`src/oms_defs.svh`:
```
// Constants for the operation mode selector
`ifndef OMS_DEFS_SVH
`define OMS_DEFS_SVH
`define OMS_SEL_FREE    4'h0
`define OMS_SEL_PANEL   4'h1
`define OMS_SEL_EXT     4'h2
`define OMS_SEL_COMB_A  4'h3
`define OMS_SEL_COMB_B  4'h4
`define OMS_SEL_RUNSW   4'h6
`define OMS_SEL_ILOCK   4'h7
`define OMS_START_EXT   4'h0
`define OMS_START_NET   4'h1
`define OMS_START_PANEL 4'ha
`define OMS_MODE_RESET  4'h2
`endif

```
`src/oms_pkg.sv`:
```
// Types for the operation mode selector
package oms_pkg;
   typedef enum logic [3:0] {
      OMS_PANEL = 4'h1,
      OMS_EXT   = 4'h2,
      OMS_NET   = 4'h4,
      OMS_COMB  = 4'h8
   } oms_mode_t;
endpackage

```
`src/oms_sync_if.sv`:
```
// Synchronised switch inputs shared between modules
`timescale 1ns/1ns
`default_nettype none
interface oms_sync_if;
   logic       net_panel;
   logic       net_ext;
   logic       panel_ext;
   logic       interlock;
   logic       stopped;
   modport src (output net_panel, net_ext, panel_ext, interlock, stopped);
   modport dst (input  net_panel, net_ext, panel_ext, interlock, stopped);
endinterface
`default_nettype wire

```
`src/oms_selector.sv`:
```
// Operation mode selector top
// What this block does
// - Switch inputs reach network mode only for 0,2,6,7, stopped unless 6
// - Setting 6 allows changes while running
// - Net/panel input on gives panel, off network
// - Startup 10: settings 1,2,3/4 fix mode
// - Net/panel input alone never selects external
// - Net/external input on overrides panel request to network
// - Network request becomes panel if panel/external off, external if on under setting 7
// - Setting 7: interlock off forces external
// - Setting 7 external mode with interlock on stops output
// - Net/external input on gives network, off external
// - Startup 0, setting 2: network or external only
// - External request becomes panel only if panel/external is assigned and off
// - Priority: setting, interlock, net/ext, net/panel (startup 10 only), panel/ext; under setting 2 startup 10 comes first
// - Panel/external input picks external or panel
`include "oms_defs.svh"
`timescale 1ns/1ns
`default_nettype none
module oms_selector (
   input  wire logic       clk,
   input  wire logic       arst_n,
   input  wire logic [3:0] mode_select_param,
   input  wire logic [3:0] startup_mode_param,
   input  wire logic       net_panel_assigned,
   input  wire logic       net_external_assigned,
   input  wire logic       panel_external_assigned,
   input  wire logic       net_panel_switch_in,
   input  wire logic       net_external_switch_in,
   input  wire logic       panel_external_switch_in,
   input  wire logic       panel_interlock_in,
   input  wire logic       motor_stopped_in,
   input  wire logic       start_cmd_in,
   output var  logic [3:0] op_mode,
   output var  logic       panel_mode,
   output var  logic       output_stop,
   output var  logic       change_pending
);
   logic       rst_meta;
   logic       rst_n;
   logic [3:0] mode;
   logic [3:0] next_mode;
   logic [3:0] want;
   logic       next_stop;
   logic       next_pending;
   logic       next_panel;
   logic       sel_free;
   logic       interlock_on;
   oms_sync_if sync ();

   always_ff @(posedge clk or negedge arst_n) begin
      if (!arst_n) begin
         rst_meta <= 1'b0;
         rst_n    <= 1'b0;
      end else begin
         rst_meta <= 1'b1;
         rst_n    <= rst_meta;
      end
   end

   oms_inputs u_in (
      .clk                      (clk),
      .rst_n                    (rst_n),
      .net_panel_switch_in      (net_panel_switch_in),
      .net_external_switch_in   (net_external_switch_in),
      .panel_external_switch_in (panel_external_switch_in),
      .panel_interlock_in       (panel_interlock_in),
      .motor_stopped_in         (motor_stopped_in),
      .start_cmd_in             (start_cmd_in),
      .sync                     (sync)
   );

   assign sel_free = (mode_select_param == `OMS_SEL_FREE) || (mode_select_param == `OMS_SEL_RUNSW)
                     || (mode_select_param == `OMS_SEL_ILOCK);
   assign interlock_on = (mode_select_param != `OMS_SEL_ILOCK) || sync.interlock;

   // Requested mode, resolved in priority order
   always_comb begin
      want = mode;
      case (mode_select_param)
         `OMS_SEL_PANEL: want = oms_pkg::OMS_PANEL;
         `OMS_SEL_COMB_A,
         `OMS_SEL_COMB_B: want = oms_pkg::OMS_COMB;
         `OMS_SEL_EXT: begin
            if (startup_mode_param == `OMS_START_PANEL)
               want = oms_pkg::OMS_NET;
            else if (net_external_assigned)
               want = sync.net_ext ? oms_pkg::OMS_NET : oms_pkg::OMS_EXT;
            else
               want = oms_pkg::OMS_EXT;
         end
         `OMS_SEL_FREE,
         `OMS_SEL_RUNSW,
         `OMS_SEL_ILOCK: begin
            if (!interlock_on)
               want = oms_pkg::OMS_EXT;
            else if (net_external_assigned && sync.net_ext)
               want = oms_pkg::OMS_NET;
            else if (net_panel_assigned && startup_mode_param == `OMS_START_PANEL) begin
               if (sync.net_panel)
                  want = oms_pkg::OMS_PANEL;
               else if (panel_external_assigned && !sync.panel_ext)
                  want = oms_pkg::OMS_PANEL;
               else if (panel_external_assigned && sync.panel_ext
                        && mode_select_param == `OMS_SEL_ILOCK)
                  want = oms_pkg::OMS_EXT;
               else
                  want = oms_pkg::OMS_NET;
            end else if (net_external_assigned) begin
               if (panel_external_assigned && !sync.panel_ext)
                  want = oms_pkg::OMS_PANEL;
               else
                  want = oms_pkg::OMS_EXT;
            end else if (panel_external_assigned)
               want = sync.panel_ext ? oms_pkg::OMS_EXT : oms_pkg::OMS_PANEL;
         end
         default: want = mode;
      endcase
   end

   // Change only while stopped unless setting 6; forced external is immediate
   always_comb begin
      next_mode = mode;
      next_pending = 1'b0;
      if (want != mode) begin
         if (sync.stopped || mode_select_param == `OMS_SEL_RUNSW || !interlock_on)
            next_mode = want;
         else
            next_pending = 1'b1;
      end
      next_panel = (next_mode == oms_pkg::OMS_PANEL);
      next_stop = (mode_select_param == `OMS_SEL_ILOCK) && sync.interlock
                  && (next_mode == oms_pkg::OMS_EXT);
   end

   always_ff @(posedge clk or negedge rst_n) begin
      if (!rst_n) begin
         mode           <= `OMS_MODE_RESET;
         op_mode        <= `OMS_MODE_RESET;
         panel_mode     <= 1'b0;
         output_stop    <= 1'b0;
         change_pending <= 1'b0;
      end else begin
         mode           <= next_mode;
         op_mode        <= next_mode;
         panel_mode     <= next_panel;
         output_stop    <= next_stop;
         change_pending <= next_pending;
      end
   end
endmodule // oms_selector
`default_nettype wire

```
`src/oms_sync2.sv`:
```
// Two flip-flop synchroniser
`timescale 1ns/1ns
`default_nettype none
module oms_sync2 #(
   parameter int W = 1
) (
   input  wire logic         clk,
   input  wire logic         rst_n,
   input  wire logic [W-1:0] d,
   output var  logic [W-1:0] q
);
   logic [W-1:0] meta;
   logic [W-1:0] next_meta;
   logic [W-1:0] next_q;
   always_comb begin
      next_meta = d;
      next_q    = meta;
   end
   always_ff @(posedge clk or negedge rst_n) begin
      if (!rst_n) begin
         meta <= '0;
         q    <= '0;
      end else begin
         meta <= next_meta;
         q    <= next_q;
      end
   end
endmodule // oms_sync2
`default_nettype wire

```
`src/oms_inputs.sv`:
```
// Synchronises the terminal inputs onto the block clock
`timescale 1ns/1ns
`default_nettype none
module oms_inputs (
   input  wire logic clk,
   input  wire logic rst_n,
   input  wire logic net_panel_switch_in,
   input  wire logic net_external_switch_in,
   input  wire logic panel_external_switch_in,
   input  wire logic panel_interlock_in,
   input  wire logic motor_stopped_in,
   input  wire logic start_cmd_in,
   oms_sync_if.src   sync
);
   logic [5:0] raw;
   logic [5:0] syn;
   assign raw = {net_panel_switch_in, net_external_switch_in, panel_external_switch_in,
                 panel_interlock_in, motor_stopped_in, start_cmd_in};
   oms_sync2 #(.W(6)) u_sync (
      .clk   (clk),
      .rst_n (rst_n),
      .d     (raw),
      .q     (syn)
   );
   // Stopped means motor at rest or no start command
   assign sync.net_panel = syn[5];
   assign sync.net_ext   = syn[4];
   assign sync.panel_ext = syn[3];
   assign sync.interlock = syn[2];
   assign sync.stopped   = syn[1] | ~syn[0];
endmodule // oms_inputs
`default_nettype wire

```
`config.mk`:
```
export PLATFORM = sky130hd
export DESIGN_NAME = oms_selector
export DESIGN_NICKNAME = d
export VERILOG_FILES = /design/src/oms_pkg.sv /design/src/oms_sync_if.sv /design/src/oms_selector.sv /design/src/oms_sync2.sv /design/src/oms_inputs.sv
export VERILOG_INCLUDE_DIRS = /design/src
export SDC_FILE = /design/constraint.sdc
export NUM_CORES = 1
export LEC_CHECK = 0
export BUFFER_PORTS_ARGS = -buffer_cell sky130_fd_sc_hd__buf_4
export CORE_AREA = 5 5 78 59
export DETAILED_ROUTE_END_ITERATION = 6
export DIE_AREA = 0 0 83 64
export RECOVER_POWER = 50
export REMOVE_ABC_BUFFERS = 1
export SKIP_LAST_GASP = 1
export SYNTH_ARGS = -nofsm -noshare
export SYNTH_HDL_FRONTEND = slang
export SYNTH_SLANG_ARGS = --single-unit
```
`constraint.sdc`:
```
create_clock -name clk -period 1 [get_ports clk]
set_input_delay 0.05 -clock clk [delete_from_list [all_inputs] [get_ports clk]]
set_output_delay 0.05 -clock clk [all_outputs]
set_load 0.02 [all_outputs]
```
==> reports/metrics.csv, run 1 <==
metric,value,unit
status,"finished, violations left",
violations,negative setup slack,
io_pins,26,
power_leakage,0.904,nW
synth.distinct_cells,53,
maxSlewViolCount,0,
synth-edff-count,0,
rows,19,
wl_per_cell,14.7,um
clkTransAtPathRegs,0.09,ns
final_layout_size_suffix_gt1_frac,0.487,
hold_class,input pin to asynchronous set/reset pin,
cp.arrival,2.34,ns
ir_drop,1080,uV
grt_pass1_vias,1367,
synthCells,120,
async_flop_share,1.00,
setup_tns,-7.05,ns
core,3760,um^2
antenna_found_initial,0,
multi_input_area,746,um^2
rsz0062_at_grt,yes,
dieArea,5310,um^2
final_common_cell,buf_4,
synth_top_area_frac,0.396,
dieWidth,83,um
cts_max_path_buffers,2,
htreeDepth,1,
seq_area,528,um^2
synth.area.top_cells,"dfrtp_1 (40%), mux2_1 (3.6%), o21ai_0 (2.8%), nor2b_1 (2.5%), a21oi_1 (2.4%)",
yosys.area.top_type,dfrtp_1,
final_util,0.541,
synth_flop_cell,dfrtp_1,
grt.total_usage,0.146,
finClkSkew,0.00738,ns
fmax,457,MHz
hold_viol,0,
power_density,1400,nW/um^2
required,1.16,ns
wl,3660,um
critPathMaxFanout,4,
grt_max_degree,14,
fill_cells,334,
setup_ws,-1.19,ns
die_y,64,um
gr-total-overflow,0,
avgSynthCellArea,10.5,um^2
end_kind,flip-flop,
drt_iter0_markers,81,
root_buffer,clkbuf_8,
cts_sinks,21,
cts_tree,yes,
synth-seq-cells,21,
finalCritPeriodShare,2.19,
finalSetupViolCount,11,
viasPerCell,5.08,
io_buffers,25,
via_count,1266,
nets,217,
n_antenna_cell,0,
netlist_area,1260,um^2
layout_common_cells,"buf_4 (60), dfrtp_1 (19), nand2_1 (7), o21ai_0 (7), dlygate4sd3_1 (7)",
critical_path_class,flip-flop to flip-flop,
grt_pass1_wl,6420,um
fin_crit,2.19,ns
yosysWarningCount,0,
relSlewSlack,0.661,
ant_nets,0,
area_growth,60.9,%
dp_hpwl,2830,um
maxCapViolations,0,
tightestPinTransition,0.503,ns
start_util,0.336,
worst_skew_pair.late_latency,0.27,ns
drtPass1Iterations,4,
ys_seq_area_frac,0.417,
gp_congestion,0.959,
cts_inserted_buffers,3,
drc,0,
startpoint_type,flip-flop,
## final timing paths
kind	from	slack, ns	depth (start not counted)	to
min in group clk	u_in.u_sync.meta[3]	0.35	0	u_in.u_sync.q[3]
setup / recovery	u_in.u_sync.q[4]	-1.19	7	panel_mode
max in group asynchronous	rst_n	0.40	1	mode[1]
hold reg to reg	rst_n	0.13	0	panel_mode
setup reg to reg	u_in.u_sync.q[4]	-1.19	7	panel_mode
hold / removal	arst_n	0.10	2	rst_meta
## worst max-delay path: stages, from the launching register on
cell and delay, ns:
dfrtp_1 0.41, and2_4 0.16, a2111oi_4 0.42, a22oi_1 0.12, o211ai_1 0.18, o22ai_2 0.14, a211oi_4 0.28, mux2_1 0.36
## report_power, final
group	internal, mW	switching (mW)
Combinational	0.685	0.543
Sequential	0.944	0.0901
Clock	0.282	0.303
## Yosys cell counts (3+ instances only)
library cell	number
o21a_1	3
a211oi_1	3
dfrtp_1	20
mux2_1	4
inv_1	6
nor2b_1	5
nand2_1	7
o21ai_0	7
a21oi_1	6
and2_1	3
nor2_1	5
nand2b_1	3
## kinds of logic (layout without fill, tap and decap cells)
kind of cell / count (synthesis) / count (layout) / synth area share
AND/OR/NAND/NOR: 43 / 43 / 0.239
AO/OA/AOI/OAI: 40 / 40 / 0.252
flip-flops: 21 / 21 / 0.417
buffers and inverters: 10 / 87 / 0.0455
multiplexers: 5 / 5 / 0.0436
other: 1 / 1 / 0.00297
## routing by layer
| layer | global-route usage | up-vias | routed length, um |
|---|---|---|---|
| li1 | - | 605 | - |
| met1 | 0.197 | 616 | 1660 |
| met2 | 0.243 | 39 | 1720 |
| met3 | 0.0282 | 6 | 235 |
| met4 | 0.0347 | 0 | 36 |
| met5 | 0 | - | 0 |
## repair_timing
item,4_1_cts,5_1_grt
setup endpoints to repair,11,11
pin swaps,2,3
hold endpoints to repair,8,0
buffers inserted,2,1
gates resized for setup,15,6
hold buffers,7,0
## stage by stage
stage | hold slack, ns | instances | setup slack, ns | total power [mW] | instance area (um^2)
final | 0.100 | 249 | -1.19 | 2.85 | 2030
after global routing | 0.116 | 249 | -1.28 | 3.03 | 2030
after CTS | 0.0871 | 248 | -1.15 | 2.86 | 2010
after detailed placement | -0.165 | 235 | -1.23 | 2.13 | 1810
after global placement | -0.168 | 235 | -1.21 | 2.10 | 1810
after floorplan | -0.246 | 116 | -1.01 | 1.53 | 1230
## sequential cells by signal (all words and copies together) (netlist names)
| name | cells |
|---|---|
| u_in.u_sync.meta | 6 |
| panel_mode | 1 |
| mode | 4 |
| rst_meta | 1 |
| rst_n | 1 |
| output_stop | 1 |
| change_pending | 1 |
| u_in.u_sync.q | 6 |
## cell type report
type | count | share of cell area
Multi-Input combinational cell | 89 | 0.367
Timing Repair Buffer | 77 | 0.306
Sequential cell | 21 | 0.260
Tap cell | 52 | 0.0320
Clock buffer | 3 | 0.0203
Inverter | 6 | 0.0111
Clock inverter | 1 | 0.00369
(Power assumes the default switching activity.)
==> inputs of run 2 (changes only) <==
Settings changed: BUFFER_PORTS_ARGS -buffer_cell sky130_fd_sc_hd__buf_4 to -buffer_cell sky130_fd_sc_hd__clkbuf_2.
==> run 2 against run 1 <==
Compared with the run above: the flow still finishes with violations (negative setup slack); hold slack better by 0.017 ns; non-clock buffer count is 8 lower; core utilization is 3.9 points lower; critical path type unchanged; first-iteration DRC count is 17% lower; via count is 3.6% lower; sequential cell count stayed put; register-to-register slack better by 0.02 ns; clock power is 12% lower; final cell count is 3.2% lower.
==> reports/metrics.csv, run 2 (synthesized netlist as in run 1, its figures left out) <==
metric,value,unit
status,"finished, violations left",
violations,negative setup slack,
startpoint_type,flip-flop,
drtPass1Iterations,4,
power_density,1400,nW/um^2
drc,0,
grt_pass1_vias,1202,
relSlewSlack,0.628,
swShare,0.320,
io_buffers,25,
tightestPinTransition,0.553,ns
grt_pass1_wl,5490,um
dieArea,5310,um^2
seq_area,528,um^2
critical_path_class,flip-flop to flip-flop,
worst_skew_pair.late_latency,0.25,ns
power_leakage,0.851,nW
layout_common_cells,"buf_4 (33), clkbuf_2 (22), dfrtp_1 (19), nand2_1 (7), dlygate4sd3_1 (7)",
viasPerCell,5.07,
grt_max_degree,20,
multi_input_area,718,um^2
switchingPower,843,uW
intPower,1.79,mW
cp.arrival,2.30,ns
final_common_cell,buf_4,
cts_max_path_buffers,2,
total_power,2.64,mW
finalSetupViolCount,9,
fin_crit,2.17,ns
end_kind,flip-flop,
ant_nets,0,
core,3760,um^2
finalCritPeriodShare,2.17,
rsz0062_at_grt,yes,
grt_util_met3,0.0167,
wl_per_cell,14.1,um
wl,3410,um
clkTransAtPathRegs,0.07,ns
drt_iter0_markers,67,
via_count,1221,
htreeDepth,1,
antenna_found_initial,0,
critPathMaxFanout,4,
fill_cells,362,
cts_sinks,21,
setup_ws,-1.17,ns
sequentialPowerShare,0.393,
grt.total_usage,0.125,
area_growth,49.2,%
comb_power_share,0.413,
nets,209,
met2_usage,0.204,
top_usage_layer,met2,
maxSlewViolCount,0,
cts_inserted_buffers,3,
dieWidth,83,um
maxCapViolations,0,
ir_drop,1020,uV
gr-usage-met1,0.170,
hold_class,input pin to asynchronous set/reset pin,
p_clk_frac,0.195,
hold_viol,0,
pre_cts_slack,-1.27,ns
fmax,461,MHz
gr-total-overflow,0,
final_util,0.502,
root_buffer,clkbuf_8,
reg_top3,"u_in.u_sync.meta x6, u_in.u_sync.q x6, mode x4",
dp_hpwl,2660,um
rows,19,
start_util,0.336,
die_y,64,um
n_antenna_cell,0,
cts_tree,yes,
finClkSkew,0.000905,ns
gp_congestion,0.873,
final_layout_size_suffix_gt1_frac,0.434,
required,1.13,ns
io_pins,26,
[run 2: layout make-up]
class / instances / area share
Clock buffer: 4 / 0.0239
Sequential cell: 21 / 0.280
Inverter: 6 / 0.0119
Timing Repair Buffer: 69 / 0.269
Tap cell: 52 / 0.0345
Multi-Input combinational cell: 89 / 0.381
[run 2: what timing repair did]
item	4_1_cts	5_1_grt
cloned	0	0
pin swaps	4	1
buffers inserted	2	0
hold buffers	7	0
endpoints found under the setup margin	10	10
hold endpoints to repair	8	0
resized for setup	13	7
[run 2: final timing paths]
kind	startpoint	end	slack, ns	depth (start not counted)
setup / recovery	mode[1]	panel_mode	-1.17	7
hold / removal	arst_n	rst_n	0.12	2
setup reg to reg	mode[1]	panel_mode	-1.17	7
hold reg to reg	rst_n	change_pending	0.26	1
max in group asynchronous	rst_n	mode[1]	0.41	1
min in group clk	u_in.u_sync.meta[5]	u_in.u_sync.q[5]	0.35	0
[run 2: power by group through the flow]
stage | clock network (mW) | registers [mW] | logic (mW)
floorplan | 0 | 1.13 | 0.406
global placement | 0 | 1.03 | 0.946
detailed placement | 0 | 1.04 | 0.964
CTS | 0.535 | 1.03 | 1.07
global route | 0.568 | 1.05 | 1.18
finish | 0.513 | 1.04 | 1.09
[run 2: per-layer routing]
layer  vias up  part of all wire  routed length (um)
met5         -                 0                   0
met4         0            0.0097                  33
met3         6             0.051                 175
met2        34              0.48                1620
met1       590              0.46                1580
li1        591                 -                   -
[run 2: stage by stage]
stage               hold slack, ns  instance area [um^2]  cells  TNS, ns
floorplan                   -0.246                  1230    116    -5.60
finish                       0.117                  1890    241    -6.88
global route                 0.134                  1890    241    -7.43
global placement            -0.165                  1680    228    -7.03
CTS                          0.104                  1870    241    -6.92
detailed placement          -0.162                  1680    228    -7.39
[run 2: critical path: stages, from the launching register on]
cell and delay [ns]:
dfstp_2 0.38, nor3_2 0.18, o21bai_1 0.12, a211o_1 0.29, o211ai_1 0.29, o22ai_2 0.15, a211oi_4 0.27, mux2_1 0.36
==> inputs of run 3 (changes only) <==
Settings changed: CORE_AREA 5 5 78 59 to 5 5 77 58, DIE_AREA 0 0 83 64 to 0 0 82 63, SYNTH_HIERARCHICAL set to 1.
==> run 3 against run 2 <==
Compared with the run above: the flow still finishes with violations (negative setup slack); non-clock buffer count increased by 16; total power increased by 18%; clock-buffer cell count decreased by 1; clock power increased by 8.2%; final cell count increased by 6.2%; core utilization increased by 5.9 points; critical path depth increased by 1; routed wire length increased by 15%; critical endpoint is now mode[2]; largest cell class unchanged.
==> reports/metrics.csv, run 3 <==
metric,value,unit
netlist_area,1210,um^2
ys_seq_area_frac,0.436,
r2r-end,mode[2],
hold-worst-slack,0.0850,ns
critical_path_class,flip-flop to flip-flop,
start_util,0.326,
viasPerCell,5.17,
wl_per_cell,15.3,um
status,"finished, violations left",
fill_cells,337,
dp_hpwl,2820,um
finClkSkew,0.00353,ns
ant_nets,0,
relSlewSlack,0.667,
violations,negative setup slack,
synth.distinct_cells,42,
worst_r2r_path_depth,8,
power_density,1500,nW/um^2
area_growth,72.4,%
grt_pass1_vias,1352,
synth-edff-count,0,
placed_cells,238,
avgSynthCellArea,10.1,um^2
n_antenna_cell,0,
via_count,1323,
rows,19,
drc,0,
grt_pass1_wl,6360,um
cts_max_path_buffers,2,
ir_drop,917,uV
maxSlewViolCount,0,
cts_sinks,21,
power_leakage,0.940,nW
fmax,473,MHz
yosysWarningCount,6,
maxCapViolations,0,
setup_ws,-1.11,ns
endpoint,mode[2],
dieWidth,82,um
multi_input_area,783,um^2
fin_cells,256,
yosys.area.top_type,dfrtp_1,
async_flop_share,1.00,
drtPass1Iterations,4,
worst_skew_pair.late_latency,0.26,ns
cp.arrival,2.26,ns
synth.most_common_cell,dfrtp_1,
htreeDepth,1,
seq_area,527,um^2
worstSetupStartpoint,u_in/u_sync/q[2],
root_buffer,clkbuf_8,
io_pins,26,
total_power,3.11,mW
wl,3920,um
gp_congestion,0.907,
grt.total_usage,0.160,
finalSetupViolCount,9,
cts_tree,yes,
reg2reg_from,u_in/u_sync/q[2],
synthCells,119,
hold_class,flip-flop to asynchronous set/reset pin,
grt_max_degree,15,
tightestPinTransition,0.495,ns
required,1.15,ns
rsz0062_at_grt,yes,
final_layout_size_suffix_gt1_frac,0.539,
final_common_cell,buf_4,
synth_top_area_frac,0.415,
synth_commonest_cells,"dfrtp_1 (20), o21ai_0 (8)",
layout_common_cells,"buf_4 (46), clkbuf_2 (21), dfrtp_1 (20), dlygate4sd3_1 (7), buf_6 (7)",
fin_crit,2.11,ns
synth.area.top_cells,"dfrtp_1 (41%), mux2_4 (3.7%), mux2i_1 (3.3%), o21ai_0 (3.3%), nor4_1 (2.6%)",
clkTransAtPathRegs,0.08,ns
end_kind,flip-flop,
r2r_slack,-1.11,ns
gr-total-overflow,0,
startpoint_type,flip-flop,
core,3710,um^2
antenna_found_initial,0,
critPathMaxFanout,6,
dieArea,5170,um^2
io_buffers,25,
drt_iter0_markers,83,
hold_viol,0,
reg_top3,"u_in/u_sync/meta x6, u_in/u_sync/q x6, mode x4",
die_y,63,um
synth-seq-cells,21,
synth_flop_cell,dfrtp_1,
nets,224,
finalCritPeriodShare,2.11,
cts_inserted_buffers,3,
## run 3: changes by cell type after synthesis, moves of 3 or more
cell,before,now
mux2_1,4,0
mux2_4,0,3
mux2i_1,1,4
nor3_1,2,6
nor4_1,1,5
o21a_1,3,0
## run 3: worst min-delay path by stage
stage | startpoint | end | slack [ns]
after floorplan | arst_n | rst_meta | -0.25
after global placement | arst_n | rst_meta | -0.16
after detailed placement | arst_n | rst_meta | -0.16
after CTS | rst_n | u_in/u_sync/q[1] | 0.09
after global routing | rst_n | u_in/u_sync/meta[2] | 0.12
final | rst_n | u_in/u_sync/q[1] | 0.08
## run 3: repair_timing
item	in CTS	in global routing
resized for setup	26	16
pin swaps	10	5
endpoints found under the setup margin	11	11
setup buffers	6	3
hold buffers	7	0
hold endpoints to repair	8	0
## run 3: cell families (layout without fill, tap and decap cells)
logic type / count (synthesis) / after routing / share of synthesized area
AO/OA/AOI/OAI: 35 / 35 / 0.209
buffers and inverters: 10 / 95 / 0.0332
flip-flops: 21 / 21 / 0.436
multiplexers: 7 / 7 / 0.0705
other: 1 / 1 / 0.00311
AND/OR/NAND/NOR: 45 / 45 / 0.248
## run 3: final cells by class
class / instances / area share
Clock buffer: 3 / 0.0198
Clock inverter: 1 / 0.00361
Inverter: 6 / 0.0108
Sequential cell: 21 / 0.253
Multi-Input combinational cell: 88 / 0.376
Timing Repair Buffer: 85 / 0.305
Tap cell: 52 / 0.0312
## run 3: worst max-delay path, cell delays in order (launching register included)
cell and delay, ns:
dfrtp_1 0.38, nand2b_4 0.15, a31oi_4 0.15, buf_6 0.15, nor4b_1 0.07, a211o_1 0.31
nor4_4 0.36, a21oi_4 0.13, mux2_4 0.31
## run 3: metrics by stage
stage          TNS, ns  setup slack [ns]  utilization  cell area (um^2)
2_1_floorplan    -7.15             -1.24            -              1190
3_3_place_gp     -7.86             -1.23        0.465              1730
3_5_place_dp     -8.43             -1.32        0.465              1730
4_1_cts          -7.19             -1.09        0.545              2020
5_1_grt          -8.02             -1.20        0.561              2080
6_report         -7.30             -1.11        0.561              2080
## run 3: per-layer routing
| metal | GRT usage | vias up | share of wire |
|---|---|---|---|
| met5 | 0 | - | 0 |
| met3 | 0.0432 | 14 | 0.047 |
| met1 | 0.205 | 644 | 0.44 |
| met4 | 0.0643 | 0 | 0.033 |
| met2 | 0.252 | 44 | 0.48 |
| li1 | - | 621 | - |
## run 3: where the power goes
group | leakage [nW] | internal (mW) | total (mW) | switching (mW)
clock network | 0.0217 | 0.281 | 0.555 | 0.274
logic | 0.669 | 0.815 | 1.50 | 0.682
registers | 0.249 | 0.961 | 1.06 | 0.100
total | 0.940 | 2.06 | 3.11 | 1.06
